File: src/common/aes_pkg.sv
package aes_pkg;
  // Clock and timing
  localparam int CLK_PERIOD_NS   = 5;
  localparam int SERVO_PERIOD_US = 1000;
  localparam int SERVO_CYCLES    = SERVO_PERIOD_US * 1000 / CLK_PERIOD_NS;
  localparam int WDOG_PERIOD_MS  = 100;
  localparam int WDOG_CYCLES     =
    WDOG_PERIOD_MS * 1000 * 1000 / CLK_PERIOD_NS;

  // Register byte offsets
  localparam logic [7:0] OFS_CTRL   = 8'h00;
  localparam logic [7:0] OFS_CMD    = 8'h04;
  localparam logic [7:0] OFS_ERRLIM = 8'h08;
  localparam logic [7:0] OFS_TORQUE = 8'h0C;
  localparam logic [7:0] OFS_RELDST = 8'h10;
  localparam logic [7:0] OFS_TELLPS = 8'h14;
  localparam logic [7:0] OFS_CMDPOS = 8'h18;
  localparam logic [7:0] OFS_POSERR = 8'h1C;
  localparam logic [7:0] OFS_STATUS = 8'h20;
  localparam logic [7:0] OFS_MASK   = 8'h24;

  // Control register fields
  localparam int CTL_OFF_ON_ERR = 0;
  localparam int CTL_MTYPE_INV  = 1;
  localparam int CTL_STEPPER    = 2;
  localparam int CTL_ENC_INV    = 3;
  localparam int CTL_PULSE_DIR  = 4;
  localparam int CTL_AEN_LOW    = 5;
  localparam int CTL_W          = 6;

  // Command register fields (write-only strobes)
  localparam int CMD_MOTOR_OFF = 0;
  localparam int CMD_MOTOR_ON  = 1;
  localparam int CMD_BEGIN     = 2;
  localparam int CMD_WDOG_KICK = 3;

  // Status / mask fields
  localparam int ST_WDOG  = 0;
  localparam int ST_MOFF  = 1;
  localparam int ST_ERROR = 2;
  localparam int ST_INDEX = 3;
  localparam int ST_DONE  = 4;
  localparam int ST_W     = 5;

  // Reset values
  localparam logic [31:0] ERRLIM_RST = 32'h0000_7FFF;
  // 9.99 V of a 10 V, 16-bit signed full scale
  localparam logic [15:0] TORQUE_RST = 16'h7FDE;
  localparam logic [15:0] TORQUE_MAX = 16'h7FFF;
endpackage

File: src/rtl/aes_axis.sv
`timescale 1ns/100ps
// Function
// - Amplifier enable drops on watchdog, motor-off command, or error trip.
// - Amplifier enable is active high by default.
// - Channels A and B decode into a position count; index optional.
// - Pulse/direction mode: pulses on A, direction from B.
// - In quadrature mode, one toggling channel only dithers the count by one.
// - Error reaching the limit with off-on-error disables the amplifier.
// - Motor command magnitude clamped to torque limit, default 9.99 V.
// - Software inverts loop polarity and encoder direction.
// - Relative move and begin motion target current position plus distance.
// - Stepper axis generates no error and no servo action.
module aes_axis
  import aes_pkg::*;
#(
  parameter int SERVO_CYC  = SERVO_CYCLES,  // Servo period in clocks
  parameter int WDOG_CYC   = WDOG_CYCLES,   // Watchdog timeout in clocks
  parameter int STEP_COUNT = 16             // Profile counts per servo cycle
) (
  input  wire logic        clk,                  // System clock
  input  wire logic        rstn,                 // Async reset, active low
  input  wire logic        psel,                 // APB select
  input  wire logic        penable,              // APB enable
  input  wire logic        pwrite,               // APB direction
  input  wire logic [7:0]  paddr,                // APB byte address
  input  wire logic [31:0] pwdata,               // APB write data
  output logic             pready,               // APB ready
  output logic [31:0]      prdata,               // APB read data
  output logic             pslverr,              // APB error
  input  wire logic        enc_chan_a,           // Encoder channel A
  input  wire logic        enc_chan_b,           // Encoder channel B
  input  wire logic        enc_index,            // Encoder index
  output logic             amp_enable_out,       // Amplifier enable
  output logic [15:0]      analog_motor_command, // Signed DAC code
  output logic             irq                   // Interrupt level
);
  logic [CTL_W-1:0] ctrl_q;
  logic [31:0]      error_limit_q;
  logic [15:0]      torque_clamp_q;
  logic [31:0]      relative_distance_q;
  logic [31:0]      tell_position_q;
  logic [31:0]      cmd_pos_q;
  logic [31:0]      target_q;
  logic [31:0]      err_q;
  logic [ST_W-1:0]  status_q;
  logic [ST_W-1:0]  mask_q;
  logic             amp_on_q;
  logic             moving_q;
  logic [31:0]      servo_cnt_q;
  logic [31:0]      wdog_cnt_q;
  logic             servo_tick;
  logic             wdog_fire;
  logic             wr_done;
  logic             rd_done;
  logic             motor_off_cmd;
  logic             motor_on_cmd;
  logic             begin_motion;
  logic             wdog_kick;
  logic             step_up;
  logic             step_dn;
  logic             index_seen;
  logic [31:0]      err_d;
  logic [31:0]      err_abs;
  logic             err_trip;
  logic             stepper;
  logic [31:0]      drive;
  logic [31:0]      clamp_pos;
  logic [31:0]      clamp_neg;
  logic [31:0]      diff;
  logic [ST_W-1:0]  events;
  logic [31:0]      rd_mux;
  logic             rd_hit;

  assign stepper = ctrl_q[CTL_STEPPER];

  // Encoder front end
  aes_enc_decode u_enc (
    .clk       (clk),
    .rstn      (rstn),
    .a_pin     (enc_chan_a),
    .b_pin     (enc_chan_b),
    .idx_pin   (enc_index),
    .pulse_dir (ctrl_q[CTL_PULSE_DIR]),
    .dir_inv   (ctrl_q[CTL_ENC_INV]),
    .step_up_q (step_up),
    .step_dn_q (step_dn),
    .index_q   (index_seen)
  );

  // APB handshake: no wait state, answer registered in setup
  assign wr_done = pready & psel & penable & pwrite & ~pslverr;
  assign rd_done = pready & psel & penable & ~pwrite;

  always_comb begin
    rd_hit = 1'b1;
    rd_mux = 32'h0000_0000;
    unique case (paddr)
      OFS_CTRL:   rd_mux = {{(32-CTL_W){1'b0}}, ctrl_q};
      OFS_CMD:    rd_mux = 32'h0000_0000;
      OFS_ERRLIM: rd_mux = error_limit_q;
      OFS_TORQUE: rd_mux = {16'h0000, torque_clamp_q};
      OFS_RELDST: rd_mux = relative_distance_q;
      OFS_TELLPS: rd_mux = tell_position_q;
      OFS_CMDPOS: rd_mux = cmd_pos_q;
      OFS_POSERR: rd_mux = err_q;
      OFS_STATUS: rd_mux = {{(32-ST_W){1'b0}}, status_q};
      OFS_MASK:   rd_mux = {{(32-ST_W){1'b0}}, mask_q};
      default:    rd_hit = 1'b0;
    endcase
  end

  always_ff @(posedge clk or negedge rstn) begin
    if (!rstn) begin
      pready  <= 1'b0;
      prdata  <= 32'h0000_0000;
      pslverr <= 1'b0;
    end else begin
      pready  <= psel & ~penable;
      prdata  <= (psel & ~penable & ~pwrite) ? rd_mux : 32'h0000_0000;
      pslverr <= psel & ~penable & ~rd_hit;
    end
  end

  // Command strobes
  assign motor_off_cmd = wr_done && paddr == OFS_CMD && pwdata[CMD_MOTOR_OFF];
  assign motor_on_cmd  = wr_done && paddr == OFS_CMD && pwdata[CMD_MOTOR_ON];
  assign begin_motion  = wr_done && paddr == OFS_CMD && pwdata[CMD_BEGIN];
  assign wdog_kick     = wr_done && paddr == OFS_CMD && pwdata[CMD_WDOG_KICK];

  // Software registers
  always_ff @(posedge clk or negedge rstn) begin
    if (!rstn) begin
      ctrl_q              <= '0;
      error_limit_q       <= ERRLIM_RST;
      torque_clamp_q      <= TORQUE_RST;
      relative_distance_q <= 32'h0000_0000;
      mask_q              <= '0;
    end else if (wr_done) begin
      unique case (paddr)
        OFS_CTRL:   ctrl_q <= pwdata[CTL_W-1:0];
        OFS_ERRLIM: error_limit_q <= pwdata;
        // Clamp above full scale would wrap the negative bound
        OFS_TORQUE: torque_clamp_q <= (pwdata[15:0] > TORQUE_MAX)
                                      ? TORQUE_MAX : pwdata[15:0];
        OFS_RELDST: relative_distance_q <= pwdata;
        OFS_MASK:   mask_q <= pwdata[ST_W-1:0];
        default:    ;
      endcase
    end
  end

  // Servo rate enable
  always_ff @(posedge clk or negedge rstn) begin
    if (!rstn) begin
      servo_cnt_q <= 32'h0000_0000;
    end else if (servo_cnt_q == 32'(SERVO_CYC - 1)) begin
      servo_cnt_q <= 32'h0000_0000;
    end else begin
      servo_cnt_q <= servo_cnt_q + 32'h0000_0001;
    end
  end
  assign servo_tick = servo_cnt_q == 32'(SERVO_CYC - 1);

  // Watchdog: software must kick within the timeout while enabled
  always_ff @(posedge clk or negedge rstn) begin
    if (!rstn) begin
      wdog_cnt_q <= 32'h0000_0000;
    end else if (wdog_kick || !amp_on_q) begin
      wdog_cnt_q <= 32'h0000_0000;
    end else if (!wdog_fire) begin
      wdog_cnt_q <= wdog_cnt_q + 32'h0000_0001;
    end
  end
  assign wdog_fire = amp_on_q && wdog_cnt_q == 32'(WDOG_CYC - 1);

  // Decoded position
  always_ff @(posedge clk or negedge rstn) begin
    if (!rstn) begin
      tell_position_q <= 32'h0000_0000;
    end else if (step_up) begin
      tell_position_q <= tell_position_q + 32'h0000_0001;
    end else if (step_dn) begin
      tell_position_q <= tell_position_q - 32'h0000_0001;
    end
  end

  // Profiler: fixed-rate ramp to target; no accel shaping
  assign diff = target_q - cmd_pos_q;
  always_ff @(posedge clk or negedge rstn) begin
    if (!rstn) begin
      target_q  <= 32'h0000_0000;
      cmd_pos_q <= 32'h0000_0000;
      moving_q  <= 1'b0;
    end else if (begin_motion) begin
      target_q <= cmd_pos_q + relative_distance_q;
      moving_q <= 1'b1;
    end else if (servo_tick && moving_q) begin
      if (diff == 32'h0000_0000) begin
        moving_q <= 1'b0;
      end else if (!diff[31] && diff > 32'(STEP_COUNT)) begin
        cmd_pos_q <= cmd_pos_q + 32'(STEP_COUNT);
      end else if (diff[31] && (32'h0000_0000 - diff) > 32'(STEP_COUNT)) begin
        cmd_pos_q <= cmd_pos_q - 32'(STEP_COUNT);
      end else begin
        cmd_pos_q <= target_q;
      end
    end
  end

  // Position error, zero for a stepper axis
  assign err_d    = stepper ? 32'h0000_0000
                            : cmd_pos_q - tell_position_q;
  assign err_abs  = err_d[31] ? 32'h0000_0000 - err_d : err_d;
  assign err_trip = servo_tick && ctrl_q[CTL_OFF_ON_ERR]
                    && err_abs >= error_limit_q;

  always_ff @(posedge clk or negedge rstn) begin
    if (!rstn) begin
      err_q <= 32'h0000_0000;
    end else if (servo_tick) begin
      err_q <= err_d;
    end
  end

  // Amplifier enable state; any drop cause beats a motor-on write
  always_ff @(posedge clk or negedge rstn) begin
    if (!rstn) begin
      amp_on_q <= 1'b0;
    end else if (wdog_fire || motor_off_cmd || err_trip) begin
      amp_on_q <= 1'b0;
    end else if (motor_on_cmd) begin
      amp_on_q <= 1'b1;
    end
  end

  // Proportional drive, polarity set by motor type, then clamped
  assign drive     = ctrl_q[CTL_MTYPE_INV] ? 32'h0000_0000 - err_q
                                           : err_q;
  assign clamp_pos = {16'h0000, torque_clamp_q};
  assign clamp_neg = 32'h0000_0000 - clamp_pos;

  always_ff @(posedge clk or negedge rstn) begin
    if (!rstn) begin
      amp_enable_out       <= 1'b0;
      analog_motor_command <= 16'h0000;
    end else begin
      amp_enable_out <= amp_on_q ^ ctrl_q[CTL_AEN_LOW];
      if (!amp_on_q || stepper) begin
        analog_motor_command <= 16'h0000;
      end else if ($signed(drive) > $signed(clamp_pos)) begin
        analog_motor_command <= clamp_pos[15:0];
      end else if ($signed(drive) < $signed(clamp_neg)) begin
        analog_motor_command <= clamp_neg[15:0];
      end else begin
        analog_motor_command <= drive[15:0];
      end
    end
  end

  // Sticky status, a new event wins over the clear; a read clears only
  // the bits it reported, so an event in the setup cycle is not lost
  assign events = {moving_q & servo_tick & diff == 32'h0000_0000,
                   index_seen, err_trip & amp_on_q,
                   motor_off_cmd, wdog_fire};
  always_ff @(posedge clk or negedge rstn) begin
    if (!rstn) begin
      status_q <= '0;
      irq      <= 1'b0;
    end else begin
      status_q <= ((rd_done && paddr == OFS_STATUS)
                   ? status_q & ~prdata[ST_W-1:0] : status_q) | events;
      irq      <= |(status_q & mask_q);
    end
  end
endmodule

File: src/rtl/aes_enc_decode.sv
`timescale 1ns/100ps
module aes_enc_decode
  import aes_pkg::*;
(
  input  wire logic clk,         // System clock
  input  wire logic rstn,        // Async reset, active low
  input  wire logic a_pin,       // Channel A, asynchronous
  input  wire logic b_pin,       // Channel B, asynchronous
  input  wire logic idx_pin,     // Index channel, asynchronous
  input  wire logic pulse_dir,   // Pulse/direction mode
  input  wire logic dir_inv,     // Invert count direction
  output logic      step_up_q,   // One count up
  output logic      step_dn_q,   // One count down
  output logic      index_q      // Index rising edge
);
  logic [2:0] a_q;
  logic [2:0] b_q;
  logic [2:0] i_q;
  logic       quad_en;
  logic       pd_en;
  logic       cnt_en;
  logic       fwd;

  // Two-stage sync, third stage is history only
  always_ff @(posedge clk or negedge rstn) begin
    if (!rstn) begin
      a_q <= 3'h0;
      b_q <= 3'h0;
      i_q <= 3'h0;
    end else begin
      a_q <= {a_q[1:0], a_pin};
      b_q <= {b_q[1:0], b_pin};
      i_q <= {i_q[1:0], idx_pin};
    end
  end

  // Any single edge counts; a double flip is a glitch and is dropped
  assign quad_en = a_q[1] ^ a_q[2] ^ b_q[1] ^ b_q[2];
  // In quadrature, A toggling alone flips direction every edge, so it only dithers
  assign pd_en   = a_q[1] & ~a_q[2];
  assign cnt_en  = pulse_dir ? pd_en : quad_en;
  assign fwd     = (pulse_dir ? b_q[1] : (a_q[1] ^ b_q[2])) ^ dir_inv;

  // Registered count strobes
  always_ff @(posedge clk or negedge rstn) begin
    if (!rstn) begin
      step_up_q <= 1'b0;
      step_dn_q <= 1'b0;
      index_q   <= 1'b0;
    end else begin
      step_up_q <= cnt_en & fwd;
      step_dn_q <= cnt_en & ~fwd;
      index_q   <= i_q[1] & ~i_q[2];
    end
  end
endmodule

File: config.mk
export PLATFORM = sky130hd
export DESIGN_NAME = aes_axis
export DESIGN_NICKNAME = d
export VERILOG_FILES = /design/src/common/aes_pkg.sv /design/src/rtl/aes_axis.sv /design/src/rtl/aes_enc_decode.sv
export SDC_FILE = /design/constraint.sdc
export NUM_CORES = 1
export LEC_CHECK = 0
export BUFFER_PORTS_ARGS = -buffer_cell sky130_fd_sc_hd__buf_2
export CORE_MARGIN = 2
export CORE_UTILIZATION = 40
export CTS_CLUSTER_DIAMETER = 80
export CTS_CLUSTER_SIZE = 28
export DETAILED_ROUTE_END_ITERATION = 8
export GPL_ROUTABILITY_DRIVEN = 0
export PLACE_DENSITY = 0.61
export REMOVE_ABC_BUFFERS = 1
export SLEW_MARGIN = 10
export SYNTH_ARGS = -nofsm -noshare
export SYNTH_HDL_FRONTEND = slang
export SYNTH_HIERARCHICAL = 1
export SYNTH_SLANG_ARGS = --single-unit
File: constraint.sdc
create_clock -name clk -period 7.28 [get_ports clk]
set_input_delay 0.728 -clock clk [delete_from_list [all_inputs] [get_ports clk]]
set_output_delay 0.728 -clock clk [all_outputs]
set_load 0.05 [all_outputs]
== Word level (Yosys, flattened, before mapping) ==
Cells that the tools add are included.
Word-level totals
  register bits: 354
  word-level logic and storage cells: 149
Cells by class
  add/sub/neg operators: 13
  $lt $le $gt $ge: 6
  eq/ne operators: 12
  muxes and demuxes: 25
  bitwise gates (word level): 34
  reduce and logical (&&, ||, !) cells: 33
Operator list (count)
  $mux 32: 11
  $pmux 32 s9: 1
  $add 32x1->32 const B: 3
  $sub 1x32->32 const A: 3
  $gt 32x5->1 const B: 2
  $mux 16: 4
  $sub 32x32->32: 2
  $add 32x32->32: 1
  $add 32x5->32 const B: 1
  $eq 32x18->1 const B: 1
  $eq 32x25->1 const B: 1
  $eq 8x5->1 const B: 4
  $ge 32x32->1: 1
  $gt 32x17->1: 1
  $logic_not 32->1: 1
  $lt 32x17->1: 1
  $sub 32x1->32 const B: 1
  $sub 32x5->32 const B: 1
  $sub 1x16->17 const A: 1
  $eq 8x4->1 const B: 2
  $eq 8x6->1 const B: 2
  $gt 16x15->1 const B: 1
  $and 1x1->1: 15
  $logic_and 1x1->1: 12
  other kinds (17): 50

== Depth between registers and ports, before layout ==
Gate-level depths: netlist of the first run.
  word-level depth: 9
  depth in mapped cells: 28

== Modules after synthesis ==
The synthesis of the first run kept the hierarchy.
By module, submodules not included
  aes_axis: instances 1, cells each 3037, area an instance 26167.6 µm², seq. area each 8593.2 µm²
  aes_enc_decode: instances 1, cells each 25, area an instance 407.9 µm², seq. area each 300.3 µm²

== Worst setup path before layout of the first run ==
Ideal clock, no wire load.
  path kind: register to register
  start: register torque_clamp_q[0]
  end: register analog_motor_command[13]
  setup time: 132 ps
  arrival time: 5914 ps
  setup slack: 1235 ps
  cell stages (with the launch flop): 25
  clock period less this slack: 6045 ps
  cells stage by stage: dfrtp_1 -> inv_1 -> ha_1 -> nand3_1 -> or3_1 -> or3_1 -> or3_1 -> or3_1 -> or3_1 -> nor3_1 -> ha_1 -> a21oi_1 -> nor2b_1 -> o21ai_0 -> nand2b_1 -> a21oi_1 -> nor2b_1 -> o21ai_0 -> a21oi_1 -> a211oi_1 -> a21oi_1 -> clkbuf_1 -> mux2_2 -> a22oi_1 -> nor2_1
On the way
  word-level cells in the longest chain between the ends: 5
  elaborated cells between the ends (all ways): 6
Ends and longest elaborated chain
  start, declared: line aes_axis.sv:39  | logic [15:0] torque_clamp_q;
  start signal, assigned: line aes_axis.sv:143  | OFS_TORQUE: torque_clamp_q <= (pwdata[15:0] > TORQUE_MAX)
  $sub 1x16->17: line aes_axis.sv:240  | assign clamp_neg = 32'h0000_0000 - clamp_pos;
  $lt 32x17->1: line aes_axis.sv:252  | end else if ($signed(drive) < $signed(clamp_neg)) begin
  $mux 16: line aes_axis.sv:252
  $mux 16 *: line aes_axis.sv:250  | end else if ($signed(drive) > $signed(clamp_pos)) begin
  $mux 16 *: line aes_axis.sv:248  | if (!amp_on_q || stepper) begin
  end signal, assigned: line aes_axis.sv:251  | analog_motor_command <= clamp_pos[15:0];
  end signal, assigned: line aes_axis.sv:253  | analog_motor_command <= clamp_neg[15:0];
  end signal, assigned: line aes_axis.sv:255  | analog_motor_command <= drive[15:0];
  end, declared: line aes_axis.sv:34  | output logic [15:0] analog_motor_command,
Mark *: on every way between the ends. The rest lies on a longest branch, timed or not.
A chain may end at the register's enable or synchronous reset.

== Worst setup path after layout of the first run ==
  start: register cmd_pos_q[7]
  end: register status_q[2]
On the way
  word-level cells in the longest chain between the ends: 8
Ends and longest elaborated chain
  start, declared: line aes_axis.sv:42  | logic [31:0] cmd_pos_q;
  start signal, assigned: line aes_axis.sv:201  | cmd_pos_q <= cmd_pos_q + 32'(STEP_COUNT);
  start signal, assigned: line aes_axis.sv:203  | cmd_pos_q <= cmd_pos_q - 32'(STEP_COUNT);
  start signal, assigned: line aes_axis.sv:205  | cmd_pos_q <= target_q;
  $sub 32x32->32 *: line aes_axis.sv:212  | : cmd_pos_q - tell_position_q;
  $mux 32 *: line aes_axis.sv:211  | assign err_d = stepper ? 32'h0000_0000
  $sub 1x32->32: line aes_axis.sv:213  | assign err_abs = err_d[31] ? 32'h0000_0000 - err_d : err_d;
  $mux 32 *: line aes_axis.sv:213
  $ge 32x32->1 *: line aes_axis.sv:215  | && err_abs >= error_limit_q;
  $logic_and 1x1->1 *: line aes_axis.sv:215
  $and 1x1->1 *: line aes_axis.sv:263  | index_seen, err_trip & amp_on_q,
  $or 5x5->5 *: line aes_axis.sv:271  | ? status_q & ~prdata[ST_W-1:0] : status_q) | events;
  end signal, assigned: line aes_axis.sv:270  | status_q <= ((rd_done && paddr == OFS_STATUS)
  end, declared: line aes_axis.sv:45  | logic [ST_W-1:0] status_q;
Marked as above.

==> key figures, run 1 <==
Outcome
  • Status: completed

Critical path
  • Worst Setup EP: status_q[2]
  • CP peak stage delay: 0.63 ns
  • Critical path peak fanout: 11
  • FF-to-FF setup slack: just under 1 ns
  • R2r startpoint: cmd_pos_q[7]
  • Most used cell, CP: o21ai_0
  • Critical register-to-register path endpoint: status_q[2]
  • CP endpoint kind: flip-flop
  • Crit path DAT: 6.81 ns
  • Total stage count of the critical path: 26
  • Kind of critical path: flip-flop to flip-flop
  • WP buf/inv: 1
  • Top delay family on crit path: compound AO/OA/AOI/OAI gates
  • CP startpoint: cmd_pos_q[7]
  • Crit path required time: 7.78 ns
  • CP startpoint kind: flip-flop
  • FF-to-FF path depth: 26
  • Slowest cell on crit path: a311oi_2

Yosys
  • Post-synthesis mux area share: slightly above 4%
  • XOR/XNOR share of the synthesized area: between 7 and 8%
  • Post-Syn Instances: 3062
  • Adder-cell area share of the yosys netlist: 10.19%
  • Synth warn: 6
  • Cell variety after synth: 102
  • Synth Area in Compound Gates: 20.66%
  • Top-area cell type share of the netlist area: 30.70%
  • Synth Cell Area: 0.02658 mm^2
  • Mapped Avg Cell Area: approximately 8.7 um^2
  • Largest area contributor in the netlist: dfrtp_1
  • Sequential cell area fraction in the yosys report: 33.47%
  • Main combinational cell family by area after synthesis: compound AO/OA/AOI/OAI gates
  • Post-Synth Simple-Gate Area: 19.60%
  • Ranking of synthesized cells by area: dfrtp_1 31%, ha_1 9.9%, xnor2_1 4.4%
  • Synth async-reset ratio: 100.0%
  • Synth Flop Type: dfrtp_1
  • Flops & latches, synth: approximately 350
  • EDFF count, synth: 0

Clocking
  • CTS buffer count: 30
  • Clock-pin slew on the worst setup and hold paths: 0.10 ns
  • CTS root buffer: clkbuf_16
  • CTS Buffer Depth: 3
  • Post-CTS sizing: 0
  • Sink Count: 354
  • Total number of H-tree levels: 1
  • Setup bufs post-CTS: 0
  • CTS tree: built
  • CTS Hold Bufs: 0
  • Worst-Skew Late Latency: approximately 0.62 ns

Global routing
  • Grt total ovfl: 0
  • Number of global-route vias before repair: approximately 22000
  • Global-route wire length before repair: around 130 mm
  • Initial antenna violation count: 0
  • Largest net degree at the start of global routing: about 100
  • Overall Global Routing Usage: 23.20%

Timing
  • Slew headroom: 29.66%
  • Unrepaired setup endpoints after global routing: no
  • Final Skew: 0.02853 ns
  • FMAX: 0.1585 GHz
  • Min Hold Slack: 0.04522 ns
  • Crit path time final: 6.308 ns
  • Final hold vios: 0
  • Period utilisation layout: 86.64%
  • Final-report max-slew violation count: 0
  • Setup_tns: 0 ns
  • Slew @ Worst Pin: roughly 1.0 ns
  • Setup violators final: 0

Finish
  • Post-layout net count: 3378
  • Layout cells sized above 1: 12.23%
  • Most frequent cells in the layout: 326 x dfrtp_1, 301 x nand2_1, 213 x nor2_1
  • Post-layout util: 44.52%
  • Final instance area: 0.02927 mm^2
  • Commonest non-fill, non-tap cell in the layout: dfrtp_1
  • Area Growth Syn to Fin: 10.14%

Floorplanning
  • Core area: 0.06575 mm^2
  • Full die area: just under 0.07 mm^2
  • DIE WIDTH: 261.8 um
  • Num rows: between 90 and 100
  • Die Ht: 261.8 um
  • Starting density of the core: 40.42%
  • I/O Pins: 100

Power
  • Total power: 7382 uW
  • Pleak: 0.01322 uW
  • Pwr/cell area: 252.2 mW/mm^2
  • Max VDD drop: 0.0002522 V

Place
  • PortBufs: between 90 and 100
  • Placed inst area: 0.02809 mm^2
  • DP HPWL: a little over 60 mm

Drt
  • Via count: approximately 23000
  • Vias per cell: between 5 and 6
  • WL per Instance: 20.00 um
  • Pre-antenna DRT Iters: 9
  • Detailed Route Iter0 Violations: 1965
  • WL final: 80.14 mm
  • DRC: 0
  • Routed Antenna Nets: 0

Min path
  • Worst Hold Class: input port to async pin

Flow run
  • Max Cap Viol: 0
[power breakdown]
part	switching (uW)	internal, uW	leakage (uW)
logic	1890	1390	0.00805
clock network	995	915	0.000569
registers	129	2070	0.00459
[cell families (layout without fill, tap and decap cells)]
group / after synthesis / after routing
mux: 98 / 98
other cells: 0 / 2
buf+inv: 278 / 356
fa+ha+maj: 214 / 214
xor+xnor: 237 / 237
compound gates: 827 / 827
simple gates: 1054 / 1054
flops: 354 / 354
[per-layer routing]
metal | up-vias | global-route usage, % | share of wire (%)
met5 | - | 0 | 0
met4 | 0 | 5.903 | 2.3
met3 | 108 | 2.209 | 6.1
met2 | 713 | 37.01 | 45
met1 | 11210 | 33.71 | 47
li1 | 11290 | - | -
[area by class of cell]
class / instances / area [um^2]
sequential: 354 / 8894
tap: 864 / 1081
timing repair buffer: 148 / 885.9
clock buffer: 31 / 775.7
multi-input combinational: 2430 / 16650
clock inverter: 25 / 402.9
antenna: 2 / 5.005
fill: 6333 / 36480
inverter: 152 / 570.5
[metrics by stage]
step,std cells,worst slack [ns]
after floorplan,2936,0.5963
after global placement,3948,1.066
after detailed placement,3948,1.029
after CTS,4004,1.017
after global routing,4004,0.4570
final,4006,0.9723
[Yosys cell counts, types with 25 or more instances]
master	number
a22oi_1	78
nand4_1	46
and3_1	36
xnor2_1	134
a21o_1	51
xor2_1	102
o31ai_1	26
inv_1	151
nor2_1	218
nor2b_1	32
nand3_1	102
o21ai_0	183
dfstp_2	28
a21oi_1	196
a211oi_1	31
nand2b_1	47
a31oi_1	43
dfrtp_1	326
clkbuf_1	93
nor3_1	82
mux2_2	91
or3_1	50
nand2_1	304
ha_1	210
nor4_1	25
o21a_1	43
[registers in the layout (all words and copies together) (netlist names), 3 cells and up]
signal                flops
status_q                  5
relative_distance_q      32
err_q                    32
analog_motor_command     16
target_q                 32
error_limit_q            32
mask_q                    5
tell_position_q          32
wdog_cnt_q               32
u_enc/a_q                 3
u_enc/b_q                 3
servo_cnt_q              32
ctrl_q                    6
cmd_pos_q                32
prdata                   32
torque_clamp_q           16
u_enc/i_q                 3
[worst min-delay path by stage]
stage,endpoint,slack [ns],cells past startpoint
floorplan,u_enc/a_q[1],0.33,0
global placement,u_enc/i_q[1],0.33,0
detailed placement,u_enc/i_q[1],0.34,0
CTS,servo_cnt_q[18],0.06,1
global route,servo_cnt_q[18],0.08,1
finish,servo_cnt_q[18],0.05,1
(Power assumes the default switching activity.)
==> run 2, diff against run 1 <==
--- a/config.mk
+++ b/config.mk
@@ -7,12 +7,12 @@
 export LEC_CHECK = 0
 export BUFFER_PORTS_ARGS = -buffer_cell sky130_fd_sc_hd__buf_2
 export CORE_MARGIN = 2
-export CORE_UTILIZATION = 40
+export CORE_UTILIZATION = 50
 export CTS_CLUSTER_DIAMETER = 80
 export CTS_CLUSTER_SIZE = 28
 export DETAILED_ROUTE_END_ITERATION = 8
 export GPL_ROUTABILITY_DRIVEN = 0
-export PLACE_DENSITY = 0.61
+export PLACE_DENSITY = 0.72
 export REMOVE_ABC_BUFFERS = 1
 export SLEW_MARGIN = 10
 export SYNTH_ARGS = -nofsm -noshare
==> run 2 against run 1 <==
  * Fmax shrank 6.6%
  * Count of clock-buffer cells in the layout shrank 4
  * Global-route usage grew 5.1 points
  * Critical path depth grew 1
  * Combinational power up 2%
  * Largest power group unchanged
  * Wire length decreased by 2.0%
  * Sequential share of layout area grew 0.60 points
  * Register-to-register slack got worse by 0.44 ns
  * First-iteration DRC count is 26% higher
  * Hold slack better by 0.16 ns
  * Power shrank 3.0%
  * Utilization increased by 10 points
==> key figures, run 2 (same netlist as run 1, synthesis figures left out) <==
Clocking
  • Post-CTS sizing: 0
  • Worst-Skew Late Latency: 0.59 ns
  • CTS root buffer: clkbuf_16
  • Total number of H-tree levels: 1
  • Sink Count: 354
  • Setup bufs post-CTS: 0
  • CTS buffer count: 25
  • CTS Hold Bufs: 0
  • Clock-pin slew on the worst setup and hold paths: 0.11 ns
  • CTS Buffer Depth: 3
  • CTS tree: built

Global routing
  • Largest net degree at the start of global routing: between 150 and 200
  • Global-route wire length before repair: 125.1 mm
  • Overall Global Routing Usage: 28.27%
  • Grt total ovfl: 0
  • Number of global-route vias before repair: approximately 23000
  • Initial antenna violation count: 0

Critical path
  • R2r startpoint: cmd_pos_q[6]
  • Crit path DAT: 7.22 ns
  • Kind of critical path: flip-flop to flip-flop
  • Critical path peak fanout: 12
  • CP startpoint: cmd_pos_q[6]
  • CP endpoint kind: flip-flop
  • FF-to-FF setup slack: 0.53 ns
  • CP startpoint kind: flip-flop
  • Crit path required time: 7.75 ns
  • FF-to-FF path depth: 27

Finish
  • Final instance area: 0.02870 mm^2
  • Post-layout net count: 3361
  • Most frequent cells in the layout: 326 x dfrtp_1, 302 x nand2_1, 212 x nor2_1
  • Inserted Diodes: 0
  • Layout cells sized above 1: 11.58%
  • Area Growth Syn to Fin: 7.999%
  • Commonest non-fill, non-tap cell in the layout: dfrtp_1

Flow run
  • Max Cap Viol: 0

Drt
  • WL per Instance: 20.64 um
  • Pre-antenna DRT Iters: 6
  • Detailed Route Iter0 Violations: 2467
  • WL final: 78.53 mm
  • Routed Antenna Nets: 0
  • DRC: 0
  • Vias per cell: 6.403
  • Via count: 24360

Outcome
  • Status: completed

Timing
  • Setup violators final: 0
  • FMAX: 0.1481 GHz
  • Unrepaired setup endpoints after global routing: no
  • Final hold vios: 0
  • Slew @ Worst Pin: between 1 and 1.5 ns
  • Crit path time final: slightly below 7 ns
  • Final-report max-slew violation count: 0
  • Slew headroom: 25.54%
  • Setup_tns: 0 ns
  • Period utilisation layout: roughly 90%
  • Final Skew: 0.02489 ns

Power
  • Max VDD drop: about 0.00022 V
  • Pwr/cell area: 249.4 mW/mm^2
  • Pleak: around 0.013 uW

Place
  • PortBufs: 99
  • Placed inst area: around 0.028 mm^2
  • DP HPWL: 58.54 mm

Floorplanning
  • Full die area: 0.05501 mm^2
  • Num rows: 84
  • I/O Pins: 100
  • Core area: 0.05255 mm^2
  • Starting density of the core: 50.57%
  • Die Ht: about 230 um
  • DIE WIDTH: ~230 um

Min path
  • Worst Hold Class: input port to async pin
-- run 2: worst max-delay path, cell delays in order (launching register included) --
cell       delay, ns
dfrtp_1         0.37
buf_4           0.18
ha_1            0.35
o21a_1          0.17
o21ai_0         0.15
or3_1           0.35
a21boi_0        0.26
o211ai_1        0.28
o2111ai_1       0.44
nand3_1         0.15
a31oi_1         0.45
nor4_1          0.15
a311oi_2        0.66
nor2_1          0.10
a211oi_1        0.25
ha_1            0.28
a21o_1          0.15
a21o_1          0.17
a21o_1          0.18
a21o_1          0.17
a21o_1          0.16
a21o_1          0.17
a21o_1          0.17
a21o_1          0.17
a21oi_1         0.15
nor3b_1         0.07
o211ai_1        0.32
o21ai_0         0.14
-- run 2: layout make-up --
class                   instances  area, um^2
fillers                      4681       23850
multi-input cells            2430       16650
flip-flops and latches        354        8894
well taps                     688       860.8
repair buffers                136       795.8
clock buffers                  27       643.1
inverters                     152       570.5
clock inverters                18       287.8
-- run 2: routing by layer --
layer / global-route usage, % / vias up / part of all wire (%)
met1: 38.46 / 11810 / 41
li1: - / 11220 / -
met2: 46.31 / 1158 / 46
met4: 10.51 / 0 / 3.8
met3: 3.331 / 172 / 8.5
met5: 0 / - / 0
-- run 2: worst paths after layout --
kind,to
min reg2reg,u_enc/b_q[1]
max,status_q[2]
max reg2reg,status_q[2]
max in group asynchronous,analog_motor_command[13]
min in group clk,u_enc/i_q[0]
min,wdog_cnt_q[20]
-- run 2: where the power goes --
part | switching [uW] | internal [uW] | leakage [uW]
combinational | 1940 | 1390 | 0.00799
sequential | 130 | 2070 | 0.00459
clock | 901 | 725 | 0.000452
-- run 2: per-stage QoR --
stage / worst slack, ns / hold WS, ns / cells / total power (uW) / utilization [%]
after detailed placement: 0.7664 / 0.3356 / 3760 / 5446 / 52.83
after CTS: 0.6991 / 0.2232 / 3805 / 7092 / 54.60
after global routing: 0.2445 / 0.2190 / 3805 / 7632 / 54.62
final: 0.5274 / 0.2084 / 3805 / 7159 / 54.62
after global placement: 0.9547 / 0.3339 / 3760 / 5297 / 52.83
after floorplan: 0.5963 / 0.3312 / 2936 / 4676 / -
